### src/lcpg_cfg.svh
`ifndef LCPG_CFG_SVH
`define LCPG_CFG_SVH
// Number of independent drivers
`define LCPG_NUM_DRV        2
// Reset value of the gate enable (pulses blocked)
`define LCPG_GATE_RST       1'b0
// Reset value of a synchronised control input (inactive high)
`define LCPG_CTRL_RST       1'b1
// Mode-rise guard window after source clock fall, in ns
`define LCPG_MODE_GUARD_NS  20
// Clock period in ns
`define LCPG_CLK_NS         10
// Guard window in cycles, rounded down, at least one
`define LCPG_MODE_GUARD_CYC \
  (((`LCPG_MODE_GUARD_NS / `LCPG_CLK_NS) < 1) ? 1 : (`LCPG_MODE_GUARD_NS / `LCPG_CLK_NS))
`endif

### src/lcpg_pkg.sv
`default_nettype none
package lcpg_pkg;
  // Control pins of one driver
  typedef struct packed {
    logic src_clk;   // Free-running source clock
    logic set_in_a_n; // Set latch input a
    logic set_in_b_n; // Set latch input b
    logic stop_n;    // Stop / clear latch input
    logic mode;      // High = single pulse
  } lcpg_ctrl_s;
  // Complementary outputs of one driver
  typedef struct packed {
    logic clk_true;
    logic clk_inv;
  } lcpg_out_s;
  // Gate state of one driver
  typedef enum logic [1:0] {
    LCPG_IDLE,
    LCPG_TRAIN,
    LCPG_SINGLE,
    LCPG_DONE
  } lcpg_gate_e;
endpackage
`default_nettype wire

### src/lcpg_driver.sv
`timescale 1ns/1ps
`default_nettype none
`include "lcpg_cfg.svh"
module lcpg_driver (
  input  wire logic                i_clock,   // System clock
  input  wire logic                i_reset_n, // Sync reset, active low
  input  wire lcpg_pkg::lcpg_ctrl_s i_ctrl,   // Raw pin levels
  output var  lcpg_pkg::lcpg_out_s o_out,     // Gated clock pair
  output logic                     o_gate_en  // Gate enable state
);
  import lcpg_pkg::*;

  lcpg_ctrl_s meta_ff;
  lcpg_ctrl_s sync_ff;
  lcpg_ctrl_s prev_ff;
  lcpg_gate_e state_ff;
  logic       out_ff;

  // Two-flop synchroniser; pins are asynchronous and may bounce
  always_ff @(posedge i_clock) begin
    if (!i_reset_n) begin
      meta_ff <= '{1'b0, `LCPG_CTRL_RST, `LCPG_CTRL_RST, `LCPG_CTRL_RST, 1'b0};
      sync_ff <= '{1'b0, `LCPG_CTRL_RST, `LCPG_CTRL_RST, `LCPG_CTRL_RST, 1'b0};
    end else begin
      meta_ff <= i_ctrl;
      sync_ff <= meta_ff;
    end
  end

  // Previous sample for edge detection
  always_ff @(posedge i_clock) begin
    if (!i_reset_n) begin
      prev_ff <= '{1'b0, `LCPG_CTRL_RST, `LCPG_CTRL_RST, `LCPG_CTRL_RST, 1'b0};
    end else begin
      prev_ff <= sync_ff;
    end
  end

  logic set_lvl;
  logic set_fall;
  logic stop_fall;
  logic clk_rise;
  assign set_lvl   = !sync_ff.set_in_a_n || !sync_ff.set_in_b_n;
  assign set_fall  = (prev_ff.set_in_a_n && !sync_ff.set_in_a_n)
                  || (prev_ff.set_in_b_n && !sync_ff.set_in_b_n);
  assign stop_fall = prev_ff.stop_n && !sync_ff.stop_n;
  assign clk_rise  = !prev_ff.src_clk && sync_ff.src_clk;

  logic pend_start_ff;
  logic pend_stop_ff;
  logic start_req;
  logic stop_req;
  // Start needs stop high now; a later steady stop low still inhibits
  assign start_req = (set_fall || pend_start_ff) && sync_ff.stop_n;
  assign stop_req  = stop_fall || pend_stop_ff;

  // Falls seen while the source clock is high wait for the low phase,
  // so a one-cycle tap is kept unless set and stop fall in one cycle; the latest fall wins
  always_ff @(posedge i_clock) begin
    if (!i_reset_n) begin
      pend_start_ff <= 1'b0;
      pend_stop_ff  <= 1'b0;
    end else if (!sync_ff.src_clk) begin
      pend_start_ff <= 1'b0;
      pend_stop_ff  <= 1'b0;
    end else if (set_fall && sync_ff.stop_n) begin
      pend_start_ff <= 1'b1;
      pend_stop_ff  <= 1'b0;
    end else if (stop_fall && !set_lvl) begin
      pend_start_ff <= 1'b0;
      pend_stop_ff  <= 1'b1;
    end
  end

  logic gate_on;
  assign gate_on = (state_ff == LCPG_TRAIN) || (state_ff == LCPG_SINGLE);

  // Latched gate state; changes only while source clock is low, except SINGLE to DONE on a rising source edge
  always_ff @(posedge i_clock) begin
    if (!i_reset_n) begin
      state_ff <= LCPG_IDLE;
    end else if (!sync_ff.src_clk && !clk_rise) begin
      // Set fall with stop high starts; set held low passes
      if (start_req) begin
        state_ff <= sync_ff.mode ? LCPG_SINGLE : LCPG_TRAIN;
      end else if (set_lvl) begin
        // A held set level leaves a finished single pulse in DONE with mode high, but moves it to TRAIN with mode low
        if (!sync_ff.mode) begin
          state_ff <= LCPG_TRAIN;
        end else if (state_ff == LCPG_TRAIN || state_ff == LCPG_IDLE) begin
          state_ff <= LCPG_SINGLE;
        end
      end else if (!sync_ff.stop_n || stop_req) begin
        state_ff <= LCPG_IDLE;
      end else if (state_ff == LCPG_TRAIN && sync_ff.mode) begin
        state_ff <= LCPG_SINGLE;
      end
      // Set and stop high, not TRAIN with mode high: state held
    end else if (clk_rise && state_ff == LCPG_SINGLE) begin
      state_ff <= LCPG_DONE;
    end
  end

  // Output pulse: starts only on a rising source edge, runs full width
  always_ff @(posedge i_clock) begin
    if (!i_reset_n) begin
      out_ff <= 1'b0;
    end else if (!sync_ff.src_clk) begin
      out_ff <= 1'b0;
    end else if (clk_rise) begin
      out_ff <= gate_on;
    end
  end

  assign o_out.clk_true = out_ff;
  assign o_out.clk_inv  = !out_ff;
  assign o_gate_en      = gate_on;

  // Pulse never clipped once started
  a_pulse_full: assert property (@(posedge i_clock) disable iff (!i_reset_n)
    (out_ff && sync_ff.src_clk) |=> (out_ff || !sync_ff.src_clk))
    else $error("pulse clipped");
  a_outs_comp: assert property (@(posedge i_clock) disable iff (!i_reset_n)
    o_out.clk_true != o_out.clk_inv)
    else $error("outputs not complementary");
  a_gate_lowclk: assert property (@(posedge i_clock) disable iff (!i_reset_n)
    (sync_ff.src_clk && !clk_rise) |=> $stable(state_ff))
    else $error("gate changed while clock high");
  a_set_passes: assert property (@(posedge i_clock) disable iff (!i_reset_n)
    (set_lvl && !sync_ff.mode && !sync_ff.src_clk) |=> state_ff == LCPG_TRAIN)
    else $error("set low did not pass");
  a_stop_inhib: assert property (@(posedge i_clock) disable iff (!i_reset_n)
    (!set_lvl && !sync_ff.stop_n && !sync_ff.src_clk) |=> state_ff == LCPG_IDLE)
    else $error("stop did not inhibit");
  a_hold_state: assert property (@(posedge i_clock) disable iff (!i_reset_n)
    (!set_lvl && sync_ff.stop_n && !start_req && !stop_req && !sync_ff.mode
      && state_ff != LCPG_SINGLE) |=> $stable(state_ff))
    else $error("state lost with controls high");
  a_single_once: assert property (@(posedge i_clock) disable iff (!i_reset_n)
    (clk_rise && state_ff == LCPG_SINGLE) |=> state_ff == LCPG_DONE)
    else $error("single pulse not ended");
  a_train_pass: assert property (@(posedge i_clock) disable iff (!i_reset_n)
    (clk_rise && state_ff == LCPG_TRAIN) |=> out_ff)
    else $error("train pulse dropped");
  a_blocked_out: assert property (@(posedge i_clock) disable iff (!i_reset_n)
    (clk_rise && !gate_on) |=> !out_ff)
    else $error("pulse passed while blocked");

  c_train: cover property (@(posedge i_clock) disable iff (!i_reset_n)
    state_ff == LCPG_TRAIN ##1 out_ff);
  c_single: cover property (@(posedge i_clock) disable iff (!i_reset_n)
    state_ff == LCPG_SINGLE ##1 state_ff == LCPG_DONE);
  c_stop: cover property (@(posedge i_clock) disable iff (!i_reset_n)
    state_ff == LCPG_TRAIN ##1 state_ff == LCPG_IDLE);
endmodule // lcpg_driver
`default_nettype wire

### src/lcpg_top.sv
`timescale 1ns/1ps
`default_nettype none
`include "lcpg_cfg.svh"
// How it works
// - Set and stop inputs are latched; bounce and hold time do not matter.
// - Set low passes, stop low inhibits, set fall starts, stop fall stops.
// - With set and stop high and mode low, the last established gate state is kept, except that a single ends after its pulse.
// - Once started and not stopped, every pulse passes while mode is low.
// - With mode high only one pulse passes per start, then pulses block.
// - In train mode the control sampled before a pulse decides the last.
// - Mode rise ends a train after passing the following pulse.
// - A pulse once begun is passed at full width.
// - Each driver gives true and inverted complementary clock outputs.
// - Unconnected control inputs need pad pull-ups to read high and be inactive.
// - Two identical independent drivers.
module lcpg_top (
  input  wire logic                                 i_clock,   // System clock 100 MHz
  input  wire logic                                 i_reset_n, // Sync reset, active low
  input  wire lcpg_pkg::lcpg_ctrl_s [`LCPG_NUM_DRV-1:0] i_ctrl, // Pins per driver
  output var  lcpg_pkg::lcpg_out_s  [`LCPG_NUM_DRV-1:0] o_out,  // Clock pairs
  output logic                      [`LCPG_NUM_DRV-1:0] o_gate_en // Gate states
);
  import lcpg_pkg::*;

  // Identical independent drivers; pull-ups are the pad's job, so
  // the testbench drives 1 for an open control pin
  for (genvar g = 0; g < `LCPG_NUM_DRV; g++) begin : g_drv
    lcpg_driver u_drv (
      .i_clock   (i_clock),
      .i_reset_n (i_reset_n),
      .i_ctrl    (i_ctrl[g]),
      .o_out     (o_out[g]),
      .o_gate_en (o_gate_en[g])
    );
  end
endmodule // lcpg_top
`default_nettype wire

### config.mk
export PLATFORM = sky130hd
export DESIGN_NAME = lcpg_top
export DESIGN_NICKNAME = d
export VERILOG_FILES = /design/src/lcpg_pkg.sv /design/src/lcpg_driver.sv /design/src/lcpg_top.sv
export VERILOG_INCLUDE_DIRS = /design/src
export SDC_FILE = /design/constraint.sdc
export NUM_CORES = 1
export LEC_CHECK = 0
export ABC_CLOCK_PERIOD_IN_PS = 2500
export BUFFER_PORTS_ARGS = -buffer_cell sky130_fd_sc_hd__buf_2
export CAP_MARGIN = 20
export CORE_MARGIN = 4
export CORE_UTILIZATION = 40
export CTS_BUF_LIST = sky130_fd_sc_hd__clkbuf_16
export DETAILED_ROUTE_END_ITERATION = 8
export PLACE_DENSITY_LB_ADDON = 0.3
export SLEW_MARGIN = 20
export SYNTH_ARGS = -nofsm -noshare
export SYNTH_HDL_FRONTEND = slang
export SYNTH_SLANG_ARGS = --single-unit
export TNS_END_PERCENT = 1
### constraint.sdc
create_clock -name i_clock -period 2.5 [get_ports i_clock]
set_clock_uncertainty 0.05 [all_clocks]
set_input_delay 0.25 -clock i_clock [delete_from_list [all_inputs] [get_ports i_clock]]
set_output_delay 0.25 -clock i_clock [all_outputs]
set_load 0.01 [all_outputs]
# After elaboration in Yosys (flattened, before gate mapping)
# Index checks and enable logic that the tools add are counted.
word_totals:
  regBits: 38
  inputBits: 12
  out_inout_bits: 6
  elab_cells: 131
classes:
  n_eq_ne: 8
  mux: 22
  n_bitwise: 3
  n_reduce_logical: 62
op_table:
  columns: ["cell", "count"]
  rows:
  - ["two-way mux 2 bit", 18]
  - ["logical AND 1 bit", 20]
  - ["zero test 1 bit", 16]
  - ["logical OR 1 bit", 14]
  - ["!= test 5 x 3 -> 1 bit (second input constant)", 2]
  - ["!= test 5 bit (second input constant)", 2]
  - ["nonzero test 2 bit", 4]
  - ["AND reduction 3 bit", 2]
  - ["OR reduction 3 bit", 2]
  - ["== test 2 x 1 -> 1 bit (second input constant)", 2]
  - ["== test 2 bit (second input constant)", 2]
  - ["zero test 2 bit", 2]
  - ["two-way mux 1 bit", 4]
  - ["AND reduction 2 bit", 2]
  - ["NOT 1 bit", 3]

# Depth between registers and ports, before layout
logic_depth:
  ltp_word: 8
  mapped_depth: 6
  depth_no_buf: 6

# Hierarchy
# Synthesis repeated with hierarchy kept, for this count alone.
unflattened:
  cells_unflattened: 140
  hier_area_um2: 1408.9
by_module_without_submodules:
  columns: ["module", "instances", "cells_each", "area_per_inst_um2", "seq_area_each_um2"]
  rows:
  - ["lcpg_driver", 2, 70, 704.4, 380.4]

# Worst setup path after synthesis
# No wires, ideal clock.
synth_timing:
  path_type: "reg-to-reg"
  start: "reg g_drv[0].u_drv.state_ff[0]"
  end: "reg g_drv[0].u_drv.state_ff[0]"
  setup_time_ns: 0.119
  arrival_time_ns: 1.193
  required_ns: 2.331
  slack_ns: 1.138
  path_stages_with_launch: 7
  path_buffers: 0
  period_less_slack_ns: 1.362
  cell_sequence: "dfxtp_1 inv_1 ha_1 nand2b_1 mux2i_1 a32oi_1 o221a_1"
synth_via:
  elab_chain_len: 4
  elab_cells_between_ends: 10
  classes_between: "4 x eq/ne; 6 x reduce/logical"
synth_rtl:
  columns: ["element", "line", "source"]
  rows:
  - ["from (decl)", "lcpg_driver.sv:16", "lcpg_gate_e state_ff;"]
  - ["from (signal assigned)", "lcpg_driver.sv:85", "state_ff <= sync_ff.mode ? LCPG_SINGLE : LCPG_TRAIN;"]
  - ["== test 2 x 1 -> 1 bit, or another cell as far along", "lcpg_driver.sv:90, lcpg_driver.sv:95", null]
  - ["logical OR 1 bit, or another cell as far along", "lcpg_driver.sv:90", "end else if (state_ff == LCPG_TRAIN || state_ff == LCPG_IDLE) begin"]
  - ["!= test 5 bit (no line), or another cell as far along", null, null]
  - ["AND reduction 3 bit (no line) *", null, null]
# Every way passes the cells marked *; elsewhere a longest branch is shown, timed or not.
# A chain may end at the register's enable or synchronous reset.

# Worst setup path in the final report
# Ends and elaborated chain as after synthesis.

==> metrics <==
run status=finished, final reports clean; Ys Warns=0; wire length per cell=~11 µm; global-route congestion overflow total=0; critical path class=register to register; number of DRC violations after detailed-routing iteration 0=31; count of non-filler cells in the finished layout=206; share of the synthesized area in the top cell type=0.533; HPWL reported at the end of detailed placement=1560 µm; CTS max path bufs=2; number of top-level pins=18; Cells after DPL=between 150 and 200; leakage=about 0.7 nW; transition time of the tightest slew-check pin=~0.54 ns; largest fanout of any net on the critical path=3; Post-synth EDFFs=0; total via count after detailed routing=between 900 and 1,000; Arrival @ worst endpoint=~1.6 ns; Routability Congestion=between 0.7 and 0.8; kind of capture point of the worst setup path=register; height of the die=roughly 68 µm; area added between synthesis and finish=16.7%; number of clock buffers inserted by TritonCTS=5; H-tree levels=2; synthesized area divided by synthesized cell count=10.1 µm²; fmax=0.654 GHz; routed vias/inst=roughly 4.7; maximum capacitance violations=0; setup_tns=0 ns; floorplan die area=around 4600 µm²; count of endpoints failing setup in the final report=0; number of unique standard cell types used by synthesis=29; share of the yosys chip area belonging to registers=0.533; antenna diode count=0; worst max-slew margin expressed relative to the limit=0.639; area of the multi-input gates=592 µm²; remaining antenna violation count=0; Cells after Synth=around 140; area of the mapped netlist=between 1000 and 1500 µm²; cell type with the largest total area after synthesis=sky130_fd_sc_hd__dfxtp_1; remaining routing DRC violations=0; horizontal extent of the die=between 60 and 70 µm; proportion of layout cells with a drive suffix above 1=0.150; synth top area cells=sky130_fd_sc_hd__dfxtp_1 53%, sky130_fd_sc_hd__nand2b_1 9.6%, sky130_fd_sc_hd__ha_1 5.3%, sky130_fd_sc_hd__and2_1 3.5%, sky130_fd_sc_hd__nand2_1 3.4%; worst min-delay path category=input port to register; worst-case vdd ir drop=around 0.52 mV; share of synthesized registers carrying an async set or reset=0; Placeable Area=about 3400 µm²; number of instances resized during post-cts repair=0; number of detailed-routing iterations run before antenna repair=4; power density over the cells=between 800 and 900 nW/µm²; Total GRT Usage=0.113; buffer cell driving the clock tree root=sky130_fd_sc_hd__clkbuf_16; buffers inserted during post-CTS setup optimization=0; total count of max-transition violations in the final report=0; clock transition time at the flip-flop clock pins of the worst setup and hold paths=0.05 ns; effective utilization at floorplan=0.421; filler cell count=322; Final Hold Fails=0; sinks on the clock net=38; #FFs+latches synth=38; setup repair after global routing missed its margin=no; row cnt=21; net count of the finished layout=177; WP data required=about 2.6 ns; critical path launch point type=register; number of global-route vias before repair=between 900 and 1,000; global-route wire length before repair=3780 µm; post-detailed-routing wire length=around 2200 µm; CTS tree=done; largest net degree at the start of global routing=34; share of the clock period used by the worst path=0.612; flip-flop and latch area=~760 µm²; post-synthesis net count=160; initial antenna violation count=0; primary flip-flop cell chosen by synthesis mapping=sky130_fd_sc_hd__dfxtp_1; post-cts hold buffer count=0; final critical-path required period=around 1.5 ns; PortBufs=17; insertion delay of the later-clocked pin in the worst-skew pair=between 0.2 and 0.3 ns
## where the power goes
group | switching (mW) | internal, mW
clock | 0.211 | 0.359
combinational | 0.0564 | 0.0579
sequential | 0.0186 | 0.635
## through the flow
stage               setup slack [ns]  hold WS, ns  instance area [µm²]   util  power [mW]
floorplan                       1.14        0.301                 1430      -       0.756
global placement                1.11        0.341                 1530  0.451       0.775
detailed placement             0.972        0.342                 1530  0.451       0.781
CTS                            0.965       0.0992                 1670  0.492        1.36
global route                   0.844        0.110                 1670  0.492        1.40
finish                         0.971        0.105                 1670  0.492        1.34
## synth_stat cells (2+ instances only)
| cell | count |
|---|---|
| sky130_fd_sc_hd__inv_1 | 9 |
| sky130_fd_sc_hd__dfxtp_1 | 38 |
| sky130_fd_sc_hd__clkbuf_1 | 3 |
| sky130_fd_sc_hd__and2_1 | 8 |
| sky130_fd_sc_hd__nor2_1 | 2 |
| sky130_fd_sc_hd__nand2b_1 | 22 |
| sky130_fd_sc_hd__mux2i_1 | 3 |
| sky130_fd_sc_hd__nor2b_1 | 4 |
| sky130_fd_sc_hd__nand4b_1 | 2 |
| sky130_fd_sc_hd__o211a_1 | 2 |
| sky130_fd_sc_hd__buf_4 | 4 |
| sky130_fd_sc_hd__o31ai_1 | 3 |
| sky130_fd_sc_hd__nand2_1 | 13 |
| sky130_fd_sc_hd__a32oi_1 | 2 |
| sky130_fd_sc_hd__o21ai_1 | 2 |
| sky130_fd_sc_hd__a21oi_1 | 7 |
| sky130_fd_sc_hd__ha_1 | 6 |
## placed cells by master (no fill, tap or decap), types with 2 or more instances in the layout
master,n
sky130_fd_sc_hd__a32oi_1,2
sky130_fd_sc_hd__inv_1,10
sky130_fd_sc_hd__nand4b_1,2
sky130_fd_sc_hd__a21oi_1,7
sky130_fd_sc_hd__and2_1,8
sky130_fd_sc_hd__nand2b_1,22
sky130_fd_sc_hd__nand2_1,13
sky130_fd_sc_hd__nor2b_1,4
sky130_fd_sc_hd__o211a_1,2
sky130_fd_sc_hd__o21ai_1,2
sky130_fd_sc_hd__dfxtp_1,38
sky130_fd_sc_hd__o31ai_1,3
sky130_fd_sc_hd__buf_2,17
sky130_fd_sc_hd__nor2_1,2
sky130_fd_sc_hd__ha_1,6
sky130_fd_sc_hd__mux2i_1,3
sky130_fd_sc_hd__clkbuf_16,5
## flip-flops by register name, indices dropped and copies added, names as in the netlist
signal / flops
g_drv.u_drv.pend_stop_ff: 2
g_drv.u_drv.sync_ff: 10
g_drv.u_drv.pend_start_ff: 2
g_drv.u_drv.state_ff: 4
g_drv.u_drv.meta_ff: 10
g_drv.u_drv.out_ff: 2
g_drv.u_drv.prev_ff: 8
## path summary, 6_finish.rpt
path,from,to,slack [ns],cells after the start
worst min-delay path,i_ctrl[1],g_drv[0].u_drv.meta_ff[1]$_SDFF_PN1_,0.11,2
worst max register to register,g_drv[0].u_drv.state_ff[0]$_SDFFE_PN0P_,g_drv[0].u_drv.state_ff[0]$_SDFFE_PN0P_,0.97,6
worst max-delay path,g_drv[0].u_drv.state_ff[0]$_SDFFE_PN0P_,g_drv[0].u_drv.state_ff[0]$_SDFFE_PN0P_,0.97,6
worst min register to register,g_drv[0].u_drv.meta_ff[1]$_SDFF_PN1_,g_drv[0].u_drv.sync_ff[1]$_SDFF_PN1_,0.35,1
## critical path, stage by stage (launching register included)
cell	delay [ns]
sky130_fd_sc_hd__dfxtp_1	0.36
sky130_fd_sc_hd__inv_1	0.08
sky130_fd_sc_hd__ha_1	0.18
sky130_fd_sc_hd__nand2b_1	0.13
sky130_fd_sc_hd__mux2i_1	0.19
sky130_fd_sc_hd__a32oi_1	0.16
sky130_fd_sc_hd__o221a_1	0.27
## logic make-up after synthesis
group	share of synthesized area
compound gates	0.122
simple gates	0.219
flops	0.533
fa+ha+maj	0.0526
buf+inv	0.0526
mux	0.0210
## layer usage
metal	routed length (µm)	share of wire	track usage
met4	18	0.0080	0.0582
met1	1000	0.45	0.122
met3	125	0.056	0.0616
met5	0	0	0
met2	1090	0.49	0.177
## cell type report
class	count	share of cell area
Clock buffer	5	0.0751
Sequential cell	38	0.456
Multi-Input combinational cell	88	0.355
Clock inverter	3	0.00751
Inverter	9	0.0203
Tap cell	46	0.0345
Timing Repair Buffer	17	0.0511
(Power assumes the default switching activity.)
